File: src/common/tls_map.vh
// constants for the travel limit stop logic
// assumes inclusion by rtl/tls_limit.v only
`ifndef TLS_MAP_VH
`define TLS_MAP_VH
`define TLS_CFG_ADDR 16'h0080
`define TLS_POL_BIT 0
`define TLS_MODE_LO 1
`define TLS_MODE_HI 2
`define TLS_MODE_LEVEL 2'h0
`define TLS_MODE_FALL 2'h1
`define TLS_MODE_RISE 2'h2
`define TLS_PAUSE_CYC 32'h00000FA0
`define TLS_CFG_RST 3'h0
`define TLS_CH_FWD 0
`define TLS_CH_REV 1
`define TLS_NUM_CH 2
`define TLS_CNT_W 32
`define TLS_SYNC_RST 2'h3
`define TLS_IDLE_LVL 1'h1
`endif

File: src/rtl/tls_limit.v
// travel limit supervision: forward/reverse limit inputs gate motion
// assumes limit inputs are levels asynchronous to sys_clk
// assumes pull-ups on both limit pins, contacts to a common return
// assumes cfg is written by the serial link through cfg_wr/cfg_addr
`timescale 1ns/10ps
`include "tls_map.vh"
module tls_limit #(
    parameter PAUSE_CYC = `TLS_PAUSE_CYC
) (
    input wire sys_clk,
    input wire nrst,
    input wire forward_limit_input,
    input wire reverse_limit_input,
    input wire cfg_wr,
    input wire [15:0] cfg_addr,
    input wire [2:0] cfg_wdata,
    input wire run_fwd,
    input wire run_rev,
    output reg [2:0] cfg_q,
    output reg motor_enable_q,
    output reg fwd_stop_q,
    output reg rev_stop_q,
    output reg pause_q
);
    // channel 0 is forward travel, channel 1 reverse
    localparam FWD = `TLS_CH_FWD;
    localparam REV = `TLS_CH_REV;
    localparam NCH = `TLS_NUM_CH;
    // counter wide enough for any 32-bit pause count
    localparam CNT_W = `TLS_CNT_W;
    localparam [CNT_W-1:0] CNT_ZERO = {CNT_W{1'h0}};
    localparam [CNT_W-1:0] CNT_ONE = {{(CNT_W-1){1'h0}}, 1'h1};
    localparam [CNT_W-1:0] PAUSE_LOAD = PAUSE_CYC - 1;

    // active level of a limit under the chosen polarity
    function lim_active;
        input pol;
        input lvl;
        begin
            lim_active = pol ? lvl : ~lvl;
        end
    endfunction

    // falling and rising codes both arm the held stop
    function mode_is_edge;
        input [1:0] m;
        begin
            mode_is_edge = (m == `TLS_MODE_FALL) || (m == `TLS_MODE_RISE);
        end
    endfunction

    wire pol_high;
    wire [1:0] mode;
    wire edge_mode;
    wire cfg_hit;

    // per-channel vectors, bit 0 forward
    wire [NCH-1:0] lim_raw;
    wire [NCH-1:0] run_dir;
    wire [NCH-1:0] run_opp;
    wire [NCH-1:0] lim_act;
    wire [NCH-1:0] lim_start;
    wire [NCH-1:0] lim_end;
    wire [NCH-1:0] hold;
    wire [NCH-1:0] arm;
    wire [NCH-1:0] block;

    wire any_run;
    wire any_block;
    wire pause_go;
    wire pause_done;
    reg pause_d;
    reg [CNT_W-1:0] pause_cnt_d;
    reg [CNT_W-1:0] pause_cnt_q;
    reg motor_enable_d;

    assign pol_high = cfg_q[`TLS_POL_BIT];
    assign mode = cfg_q[`TLS_MODE_HI:`TLS_MODE_LO];
    // the unused mode code falls back to level behaviour
    assign edge_mode = mode_is_edge(mode);
    // only the config address is taken
    assign cfg_hit = cfg_wr && (cfg_addr == `TLS_CFG_ADDR);
    assign lim_raw = {reverse_limit_input, forward_limit_input};
    assign run_dir = {run_rev, run_fwd};
    assign run_opp = {run_fwd, run_rev};

    // config register, normally open default
    // writes to any other address are dropped silently
    always @(posedge sys_clk or negedge nrst) begin
        if (!nrst) begin
            cfg_q <= `TLS_CFG_RST;
        end else if (cfg_hit) begin
            cfg_q <= cfg_wdata;
        end
    end

    // one copy per limit: synchronise, find edges,
    // remember activation for the pause, hold in edge mode;
    // the two channels never look at each other's pin
    genvar ch;
    generate
        for (ch = 0; ch < NCH; ch = ch + 1) begin : g_ch
            reg [1:0] sync_q;
            reg prev_q;
            reg arm_q;
            reg hold_q;
            wire lvl_s;
            wire act_now;
            wire act_prev;

            // two-stage synchroniser per limit
            // reset to the pulled-up idle level, so no false edge
            always @(posedge sys_clk or negedge nrst) begin
                if (!nrst) begin
                    sync_q <= `TLS_SYNC_RST;
                end else begin
                    sync_q <= {sync_q[0], lim_raw[ch]};
                end
            end
            assign lvl_s = sync_q[1];

            // active level by polarity
            // prev holds the raw level, so a polarity write
            // changes both sides together and makes no edge
            assign act_now = lim_active(pol_high, lvl_s);
            assign act_prev = lim_active(pol_high, prev_q);
            assign lim_act[ch] = act_now;
            assign lim_start[ch] = ~act_prev & act_now;
            assign lim_end[ch] = act_prev & ~act_now;

            always @(posedge sys_clk or negedge nrst) begin
                if (!nrst) begin
                    prev_q <= `TLS_IDLE_LVL;
                    arm_q <= 1'h0;
                    hold_q <= 1'h0;
                end else begin
                    prev_q <= lvl_s;
                    arm_q <= run_dir[ch] &
                             (lim_start[ch] | (arm_q & ~lim_end[ch]));
                    // edge stop held until opposite
                    // set wins over a clear in the same cycle
                    if (edge_mode && run_dir[ch] && lim_start[ch]) begin
                        hold_q <= 1'h1;
                    end else if (run_opp[ch] || !edge_mode) begin
                        hold_q <= 1'h0;
                    end
                end
            end
            assign arm[ch] = arm_q;
            assign hold[ch] = hold_q;

            // each limit gates only its own direction
            assign block[ch] = run_dir[ch] & (act_now | hold_q);
        end
    endgenerate

    assign any_run = |run_dir;
    assign any_block = |block;

    // release after a level-mode stop pauses
    assign pause_go = ~edge_mode & (|(arm & lim_end & run_dir));
    assign pause_done = pause_q && (pause_cnt_q == CNT_ZERO);

    // pause lasts PAUSE_CYC cycles from the load
    // a fresh release during a pause restarts the count
    always @* begin
        pause_d = pause_q;
        pause_cnt_d = pause_cnt_q;
        if (pause_go) begin
            pause_d = 1'h1;
            pause_cnt_d = PAUSE_LOAD;
        end else if (pause_q) begin
            if (pause_done) begin
                pause_d = 1'h0;
            end else begin
                pause_cnt_d = pause_cnt_q - CNT_ONE;
            end
        end
    end

    // enable drops with the stop and returns once stop and pause clear
    // pause is taken from its next value so that the
    // motor never runs for one cycle between stop and pause
    always @* begin
        motor_enable_d = any_run & ~any_block & ~pause_d;
    end

    // all outputs registered; stop flags trail the inputs
    // by the two synchroniser stages plus this one
    always @(posedge sys_clk or negedge nrst) begin
        if (!nrst) begin
            pause_cnt_q <= CNT_ZERO;
            pause_q <= 1'h0;
            fwd_stop_q <= 1'h0;
            rev_stop_q <= 1'h0;
            motor_enable_q <= 1'h0;
        end else begin
            pause_cnt_q <= pause_cnt_d;
            pause_q <= pause_d;
            fwd_stop_q <= block[FWD];
            rev_stop_q <= block[REV];
            motor_enable_q <= motor_enable_d;
        end
    end
endmodule // tls_limit

File: config.mk
export PLATFORM = sky130hd
export DESIGN_NAME = tls_limit
export DESIGN_NICKNAME = d
export VERILOG_FILES = /design/src/rtl/tls_limit.v
export VERILOG_INCLUDE_DIRS = /design/src /design/src/common
export SDC_FILE = /design/constraint.sdc
export NUM_CORES = 1
export LEC_CHECK = 0
export BUFFER_PORTS_ARGS = -buffer_cell sky130_fd_sc_hd__clkbuf_2
export CELL_PAD_IN_SITES_DETAIL_PLACEMENT = 0
export CELL_PAD_IN_SITES_GLOBAL_PLACEMENT = 1
export CORE_MARGIN = 1
export CORE_UTILIZATION = 48
export CTS_CLUSTER_SIZE = 12
export DETAILED_ROUTE_END_ITERATION = 10
export PLACE_DENSITY_LB_ADDON = 0.1
export SYNTH_ARGS = -nofsm -noshare
export SYNTH_HDL_FRONTEND = slang
export SYNTH_SLANG_ARGS = --single-unit
File: constraint.sdc
create_clock -name sys_clk -period 5.5 [get_ports sys_clk]
set_input_delay 0 -clock sys_clk [delete_from_list [all_inputs] [get_ports sys_clk]]
set_output_delay 0 -clock sys_clk [all_outputs]
set_load 0.02 [all_outputs]
# After elaboration in Yosys (flattened, before gate mapping)
# Index checks and enable logic that the tools add are counted.
[word_totals]
ff_bits = 49
in_bits = 26
out_inout_bits = 7
[op_classes]
add_sub_neg = 1
eq_ne = 4
muxes = 14
bitwise_logic = 32
reduce_logical = 18
[ops]
columns = ["cell", "n"]
rows = [
  ["two-way mux 32 bit", 3],
  ["logical NOT 32 bit", 1],
  ["subtractor 32 x 1 -> 32 bit (second input constant)", 1],
  ["== test 16 x 8 -> 1 bit (second input constant)", 1],
  ["bitwise AND 1 bit", 13],
  ["inverter 1 bit", 13],
  ["two-way mux 1 bit", 11],
  ["logical AND 1 bit", 6],
  ["nonzero test 2 bit", 3],
  ["OR reduction 2 bit", 3],
  ["bitwise AND 2 bit", 2],
  ["OR 1 bit", 4],
  ["logical OR 1 bit", 3],
  ["== test 2 x 1 -> 1 bit (second input constant)", 1],
  ["== test 2 bit (second input constant)", 1],
  ["!= test 2 bit (second input constant)", 1],
  ["AND reduction 2 bit", 1],
  ["logical NOT 1 bit", 1],
]

# Longest topological paths before layout
# Gate-level depths: netlist (run 1).
[depth]
word_depth = 11
depth_mapped = 8
mapped_depth_nobuf = 7

# Worst setup path before layout (run 1)
# No wires, ideal clock.
[synth_path]
path_kind = "flip-flop to flip-flop"
from = "register pause_cnt_q[24]"
to = "register pause_cnt_q[31]"
setup_ns = 0.078
arrival_ns = 2.093
setup_slack_ns = 3.329
stages_incl_launch_ff = 6
path_cell_list = "dfrtp_1 > or4_4 > nor4b_4 > nand3_2 > or4_1 > a21oi_1"
[synth_between]
elab_chain_len = 4
[synth_rtl]
columns = ["element", "line_no", "source"]
rows = [
  ["start: declaration", "tls_limit.v:74", "reg [CNT_W-1:0] pause_cnt_q;"],
  ["start signal: assignment", "tls_limit.v:198", "pause_cnt_q <= pause_cnt_d;"],
  ["subtractor 32 x 1 -> 32 bit / logical NOT 32 bit (equally long branches)", "tls_limit.v:176, tls_limit.v:162", ""],
  ["two-way mux 32 bit / logical AND 1 bit (equally long branches)", "tls_limit.v:173, tls_limit.v:162", ""],
  ["two-way mux 32 bit / != test 2 bit (equally long branches)", "n/a", ""],
  ["two-way mux 32 bit / AND reduction 2 bit (equally long branches)", "n/a", ""],
]
# Several ways; a longest one is shown, not always the timed one. The select of a mux whose other input is x is not followed.
# A chain may end at the register's enable or synchronous reset.

# Final worst setup path (run 1)
[layout_path]
from = "register pause_cnt_q[24]"
to = "register pause_cnt_q[1]"
[layout_between]
elab_chain_len = 4
[layout_rtl]
columns = ["element", "line_no", "source"]
rows = [
  ["logical NOT 32 bit", "tls_limit.v:162", "assign pause_done = pause_q && (pause_cnt_q == CNT_ZERO);"],
  ["logical AND 1 bit", "tls_limit.v:162", ""],
  ["!= test 2 bit (no source line)", "n/a", ""],
  ["AND reduction 2 bit (no source line)", "n/a", ""],
]
# No other way between the ends.

==> results.md, run 1 <==
* Outcome: complete, no violations
* Met2 WL post-DR at 2510 um
* Reg power frac at 0.488
* Gr usage total at 0.215
* WL/cell at 14.9 um
* Final setup fails at 0
* Total CTS buffers at 5
* Seq/Total Area, Yosys at 0.481
* Top post-synthesis cells by area: dfrtp_1 42%, dfstp_2 6.1%, a21oi_1 5.5%
* Main synth FF type: dfrtp_1
* CTS tree: done
* Syn_nets at 288
* Tightest Pin Transition at 916 ps
* Data arrival, critical path at 2800 ps
* Asr flop ratio synth at 1.00
* Critical path required time at 5720 ps
* Cell Area, Synth at 0.00257 mm^2
* Pwr/cell area at 332 mW/mm^2
* Crit Path Max Fanout at 11
* Clock power share at 0.300
* Final Critical Period at 2580 ps
* DRT Wirelength at 5510 um
* Design area at 0.00299 mm^2
* Fraction of layout cells with a size suffix above 1 at 0.214
* Final hold viol count at 0
* Largest net degree at the start of global routing at 50
* Grt total ovfl at 0
* Synth Instances at 261
* Synthesis Warnings at 0
* Distinct cells, synth at 51
* Non-Filler Instances at 369
* Chip height at 75.1 um
* Core ar. at 0.00514 mm^2
* Yosys top cell by area: dfrtp_1
* Post-route ant nets at 0
* DRC viols at 0
* Final Cycle Share at 0.468
* M1 WL at 2760 um
* First-pass GRT wire length at 9200 um
* Switching Fraction at 0.300
* Switching power at 0.298 mW
* Post-CTS setup buffer count at 0
* Uppermost layer routed: met4
* Clock sinks at 49
* WL met3 at 180 um
* Final #Nets at 325
* Worst skew pair latency at 300 ps
* DPL Wire Length at 3640 um
* Comb pwr share at 0.212
* Crit path launch type: register
* Slew Limit Fails at 0
* Placer Congestion at 0.723
* Vias in the first global route at 1964
* Die width at 75.1 um
* Setup TNS at 0 ps
* Placed inst area at 0.00278 mm^2
* Clk slew on worst S/H paths at 90 ps
* RSZ-0062 raised after global routing: no
* Syn Area/Cell at 9.84 um^2
* WS Path Type: register to register
* Total power draw at 0.994 mW
* Initial Utilization at 0.500
* Max-slew headroom at 0.389
* Port buffer count at 32
* Die ar. at 0.00565 mm^2
* Crit path capture type: register
* PostCTS Resize Cnt at 0
* Synth top area share at 0.419
* MaxCap Viol Count at 0
* Number of diodes at 0
* Deepest clock path buffer count at 2
* Worst Skew at 10.1 ps
* Layout Utilization at 0.582
* IR drop worst, VDD at 178 uV
* Placed cells at 353
* P&R area growth vs syn at 16.5%
* F_max at 0.388 GHz
* Clk root buf: clkbuf_8
* H-Tree Depth at 2
* Drt via density at 5.88
* Hold WC Path Type: primary input to register
* Ports at 33
* P_int at 0.696 mW
* Row cnt at 26
* Pleak at 1.24 nW
* Drt initial violations at 144
* Antenna violations before repair at 0
* Post-CTS Hold Buffers at 8
* Number of synthesized flops with an enable pin at 0
* Total number of vias at 2170
* Seq cells post-synth at 49
* Initial DRT Pass Iterations at 4
[state kept, by name, indices dropped and copies added, names as in the netlist]
signal / count
g_ch.prev_q: 2
motor_enable_q: 1
g_ch.sync_q: 4
rev_stop_q: 1
cfg_q: 3
pause_q: 1
g_ch.hold_q: 2
pause_cnt_q: 32
fwd_stop_q: 1
g_ch.arm_q: 2
[layout by cell type (no fill, tap or decap), types with 3 or more instances in the layout]
cell type	instances
dfstp_2	6
nand2_1	17
a21oi_1	28
mux2_2	3
or4_1	13
nand2b_1	6
nor2b_1	3
mux2i_1	3
and3_1	6
dfrtp_1	43
or3_1	9
nor4_1	5
nand4_1	5
o21a_1	3
and4_1	5
nor3_1	10
o31ai_1	10
or3b_2	3
or2_2	3
nand3_1	3
clkbuf_2	32
o21ai_1	4
o21ai_0	9
xnor2_1	5
nor2_1	12
dlygate4sd3_1	8
clkbuf_8	5
a31oi_1	3
[worst max-delay path: stages, from the launching register on]
cell and delay (ps):
dfrtp_1 410, or4_4 580, nor4b_4 530, nand4_1 470, and4_1 380, a31oi_1 120
[cells by family after synthesis]
kind of cell | share of synthesized area
compound gates | 0.165
xor+xnor | 0.0171
fa+ha+maj | 0.00487
buf+inv | 0.0239
flops | 0.481
mux | 0.0249
simple gates | 0.284
[metrics by stage]
| stage | setup WS, ps | hold slack, ps |
|---|---|---|
| 2_1_floorplan | 3330 | -296 |
| 3_3_place_gp | 3060 | 89.0 |
| 3_5_place_dp | 3000 | 92.6 |
| 4_1_cts | 2980 | 102 |
| 5_1_grt | 2640 | 122 |
| 6_report | 2920 | 103 |
[per-layer routing]
layer	GRT usage	vias to the layer above
met1	0.315	1057
met2	0.328	39
li1	-	1068
met5	0	-
met4	0.0556	0
met3	0.0428	6
[cell usage after synthesis (2+ instances only)]
master and number:
nor4_1 5, inv_1 2, or4_1 13, or3_1 9, xnor2_1 5, nor2b_1 3
a21o_1 2, o21ai_1 4, or2_2 3, a31oi_1 3, a21oi_1 28, o41ai_1 2
nor2_1 12, nand3b_1 2, buf_2 4, mux2i_1 3, nor3_1 10, o21ai_0 9
or3b_2 3, nor3b_1 2, o22ai_1 2, o31ai_1 10, nand2_1 17, o21a_1 3
nand3_1 3, nor4b_1 2, and4_1 5, mux2_2 3, dfrtp_1 43, and2_1 2
clkbuf_1 7, nand4_1 5, nand2b_1 6, and3_1 6, o21bai_1 2, dfstp_2 6
[worst paths after layout]
| kind | start | end | slack (ps) | cells past startpoint |
|---|---|---|---|---|
| worst max-delay path | pause_cnt_q[24] | pause_cnt_q[1] | 2920 | 5 |
| worst min-delay path | cfg_addr[0] | cfg_q[0] | 100 | 3 |
| worst max register to register | pause_cnt_q[24] | pause_cnt_q[1] | 2920 | 5 |
| worst min register to register | g_ch[0].sync_q[0] | g_ch[0].sync_q[1] | 360 | 0 |
| max in group asynchronous | nrst | pause_cnt_q[4] | 4760 | 3 |
| min in group asynchronous | nrst | pause_cnt_q[13] | 340 | 3 |
[power groups by stage]
stage	sequential (mW)	combinational, mW	clock [mW]
6_report	0.485	0.211	0.298
5_1_grt	0.496	0.243	0.318
4_1_cts	0.483	0.211	0.303
3_5_place_dp	0.490	0.206	0
3_3_place_gp	0.488	0.202	0
2_1_floorplan	0.474	0.157	0
[layout make-up]
cell class                      instances  area (um^2)
Clock inverter                          3         65.1
Tap cell                               70         87.6
Inverter                                2         7.51
Timing Repair Buffer                   42          255
Clock buffer                            5         68.8
Fill cell                             473         2150
Sequential cell                        49         1230
Multi-Input combinational cell        198         1270
No activity file was read; power rests on OpenSTA's default activity.
==> run 2, diff against run 1 <==
--- a/config.mk
+++ b/config.mk
@@ -10,7 +10,7 @@
 export CELL_PAD_IN_SITES_DETAIL_PLACEMENT = 0
 export CELL_PAD_IN_SITES_GLOBAL_PLACEMENT = 1
 export CORE_MARGIN = 1
-export CORE_UTILIZATION = 48
+export CORE_UTILIZATION = 40
 export CTS_CLUSTER_SIZE = 12
 export DETAILED_ROUTE_END_ITERATION = 10
 export PLACE_DENSITY_LB_ADDON = 0.1
==> constraint.sdc (replaced) <==
create_clock -name sys_clk -period 2.2 [get_ports sys_clk]
set_input_delay 0 -clock sys_clk [delete_from_list [all_inputs] [get_ports sys_clk]]
set_output_delay 0 -clock sys_clk [all_outputs]
set_load 0.02 [all_outputs]
==> run 2 against run 1 <==
  * Sequential share of layout area decreased by 3.8 points
  * Sequential cell count is the same
  * Largest cell class unchanged
  * Clock power grew 120%
  * Critical endpoint is now pause_cnt_q[30]
  * Routed wire length is 8.2% higher
  * First-iteration DRC count shrank 8.3%
  * Largest power group unchanged
  * Critical path depth fell by 1
==> results.md, run 2 (synthesis gave the netlist of run 1 again) <==
* DRC viols at 0 (unchanged)
* Data arrival, critical path at 2380 ps (-420 ps)
* Number of diodes at 0 (unchanged)
* Critical path required time at 2430 ps (-3290 ps)
* MaxCap Viol Count at 0 (unchanged)
* Final Critical Period at 2150 ps (-425 ps)
* Post-route ant nets at 0 (unchanged)
* Worst Skew at 5.02 ps (-5.08 ps)
* Ports at 33 (unchanged)
* Most common cell after layout, fill and taps aside: dfrtp_1
* Reg with most FFs: pause_cnt_q
* Total power draw at 2.58 mW (+160%)
* Hold WC Path Type: primary input to asynchronous set/reset pin
* Drt initial violations at 132 (-8.3%)
* Max-slew headroom at 0.640 (+0.250)
* Crit path capture type: register
* Placer Congestion at 0.713 (-1.4%)
* Core ar. at 0.00606 mm^2 (+18%)
* P&R area growth vs syn at 28.4%
* Initial Utilization at 0.424 (-0.0759)
* Top flop regs: pause_cnt_q: 32 flops, g_ch.sync_q: 4 flops, cfg_q: 3 flops
* F_max at 0.465 GHz (+20%)
* Fraction of layout cells with a size suffix above 1 at 0.313 (+0.0990)
* Reg power frac at 0.464 (-0.024)
* Clk root buf: clkbuf_8
* Final #Nets at 355 (+9.2%)
* Tightest Pin Transition at 537 ps (-379 ps)
* Grt met2 use at 0.308 (-0.0201)
* Die ar. at 0.00674 mm^2 (+19%)
* Final Cycle Share at 0.978 (+0.509)
* Worst skew pair latency at 300 ps (about the same)
* Crit Path Max Fanout at 5 (-6)
* Switching power at 0.790 mW (+170%)
* First-pass GRT wire length at 10000 um (+8.7%)
* Layout Utilization at 0.544 (-0.0380)
* Pleak at 1.40 nW (+13%)
* Total number of vias at 2239 (+3.2%)
* Vias in the first global route at 2138 (+8.9%)
* Row cnt at 28 (+7.7%)
* Port buffer count at 32 (unchanged)
* H-Tree Depth at 2 (unchanged)
* Number of fill cells at 539 (+14%)
* Clk slew on worst S/H paths at 90 ps (about the same)
* Register area at 0.00123 mm^2 (unchanged)
* Footprint of the multi-input gates at 0.00132 mm^2 (+3.9%)
* Initial DRT Pass Iterations at 4 (unchanged)
* Gr usage total at 0.199 (-0.0164)
* Final setup fails at 0 (unchanged)
* Clock sinks at 49 (unchanged)
* Total CTS buffers at 5 (unchanged)
* Crit path launch type: register
* Non-Filler Instances at 404 (+9.5%)
* Antenna violations before repair at 0 (unchanged)
* Met3 usage at 0.0374 (-0.00548)
* Grt peak-use layer: met2
* Deepest clock path buffer count at 2 (unchanged)
* Placed cells at 383 (+8.5%)
* Comb pwr share at 0.281 (+0.069)
* Grt total ovfl at 0 (unchanged)
* DPL Wire Length at 4150 um (+14%)
* Final hold viol count at 0 (unchanged)
* RSZ-0062 raised after global routing: yes
* Most frequent cells in the layout: 43 x dfrtp_1, 32 x clkbuf_2, 28 x buf_4
* Max FFs per register at 32 (unchanged)
* CTS tree: done
* Clock power share at 0.255 (-0.045)
* Pwr/cell area at 783 mW/mm^2 (+140%)
* Drt via density at 5.54 (-5.8%)
* WS Path Type: register to register
* Chip height at 82.1 um (+9.3%)
* Switching Fraction at 0.306 (+0.00664)
* Outcome: complete, no violations
* Slew Limit Fails at 0 (unchanged)
* Met1 Resource Use GR at 0.278 (-0.0371)
* IR drop worst, VDD at 462 uV (+160%)
* Largest net degree at the start of global routing at 25 (-50%)
* P_int at 1.79 mW (+160%)
* DRT Wirelength at 5960 um (+8.2%)
* WL/cell at 14.7 um (-1.2%)
* Die width at 82.1 um (+9.3%)
run 2: per-stage QoR:
| step | hold slack (ps) | worst slack (ps) | instance area [um^2] | TNS, ps |
|---|---|---|---|---|
| finish | 106 | 48.6 | 3300 | 0 |
| global route | 145 | -7.44 | 3300 | -9.20 |
| CTS | 109 | 2.55 | 3220 | 0 |
| detailed placement | -101 | -56.4 | 3010 | -117 |
| global placement | -107 | 16.0 | 3010 | 0 |
| floorplan | -296 | 29.3 | 2570 | 0 |
run 2: layer usage:
metal / up-vias / share of wire
met5: - / 0
met4: 0 / 0.012
met3: 7 / 0.034
met2: 42 / 0.46
met1: 1065 / 0.49
li1: 1125 / -
run 2: power by group through the flow:
stage                     Clock (mW)  Sequential, mW  Combinational (mW)
final                          0.658            1.20               0.724
after global routing           0.727            1.23               0.816
after CTS                      0.683            1.19               0.668
after detailed placement           0            1.20               0.632
after global placement             0            1.20               0.617
after floorplan                    0            1.18               0.393
run 2: cell type report:
type / count / share of cell area
well taps: 75 / 0.0285
clock buffers: 7 / 0.0262
multi-input cells: 198 / 0.401
flip-flops and latches: 49 / 0.374
repair buffers: 72 / 0.158
inverters: 2 / 0.00228
clock inverters: 1 / 0.00911
run 2: final timing paths:
path                       slack, ps               from                end  cells past startpoint
max                               50    pause_cnt_q[22]    pause_cnt_q[30]                      4
min                              110               nrst    pause_cnt_q[14]                      2
max reg2reg                       50    pause_cnt_q[22]    pause_cnt_q[30]                      4
min reg2reg                      360  g_ch[0].sync_q[0]  g_ch[0].sync_q[1]                      0
max in group asynchronous       1450               nrst  g_ch[0].sync_q[1]                      3
min in group sys_clk             180        cfg_addr[1]           cfg_q[1]                      4
run 2: timing repair:
action	CTS	global route
endpoints found under the setup margin	3	27
endpoints found under the hold margin	51	0
hold buffers	8	0
buffers inserted	1	4
gates resized for setup	3	10
pin swaps	3	2
run 2: worst max-delay path, stage by stage (launching register included):
cell and delay (ps):
dfrtp_1 380, or4_4 590, or4_4 440, or4_4 520
a21oi_2 150
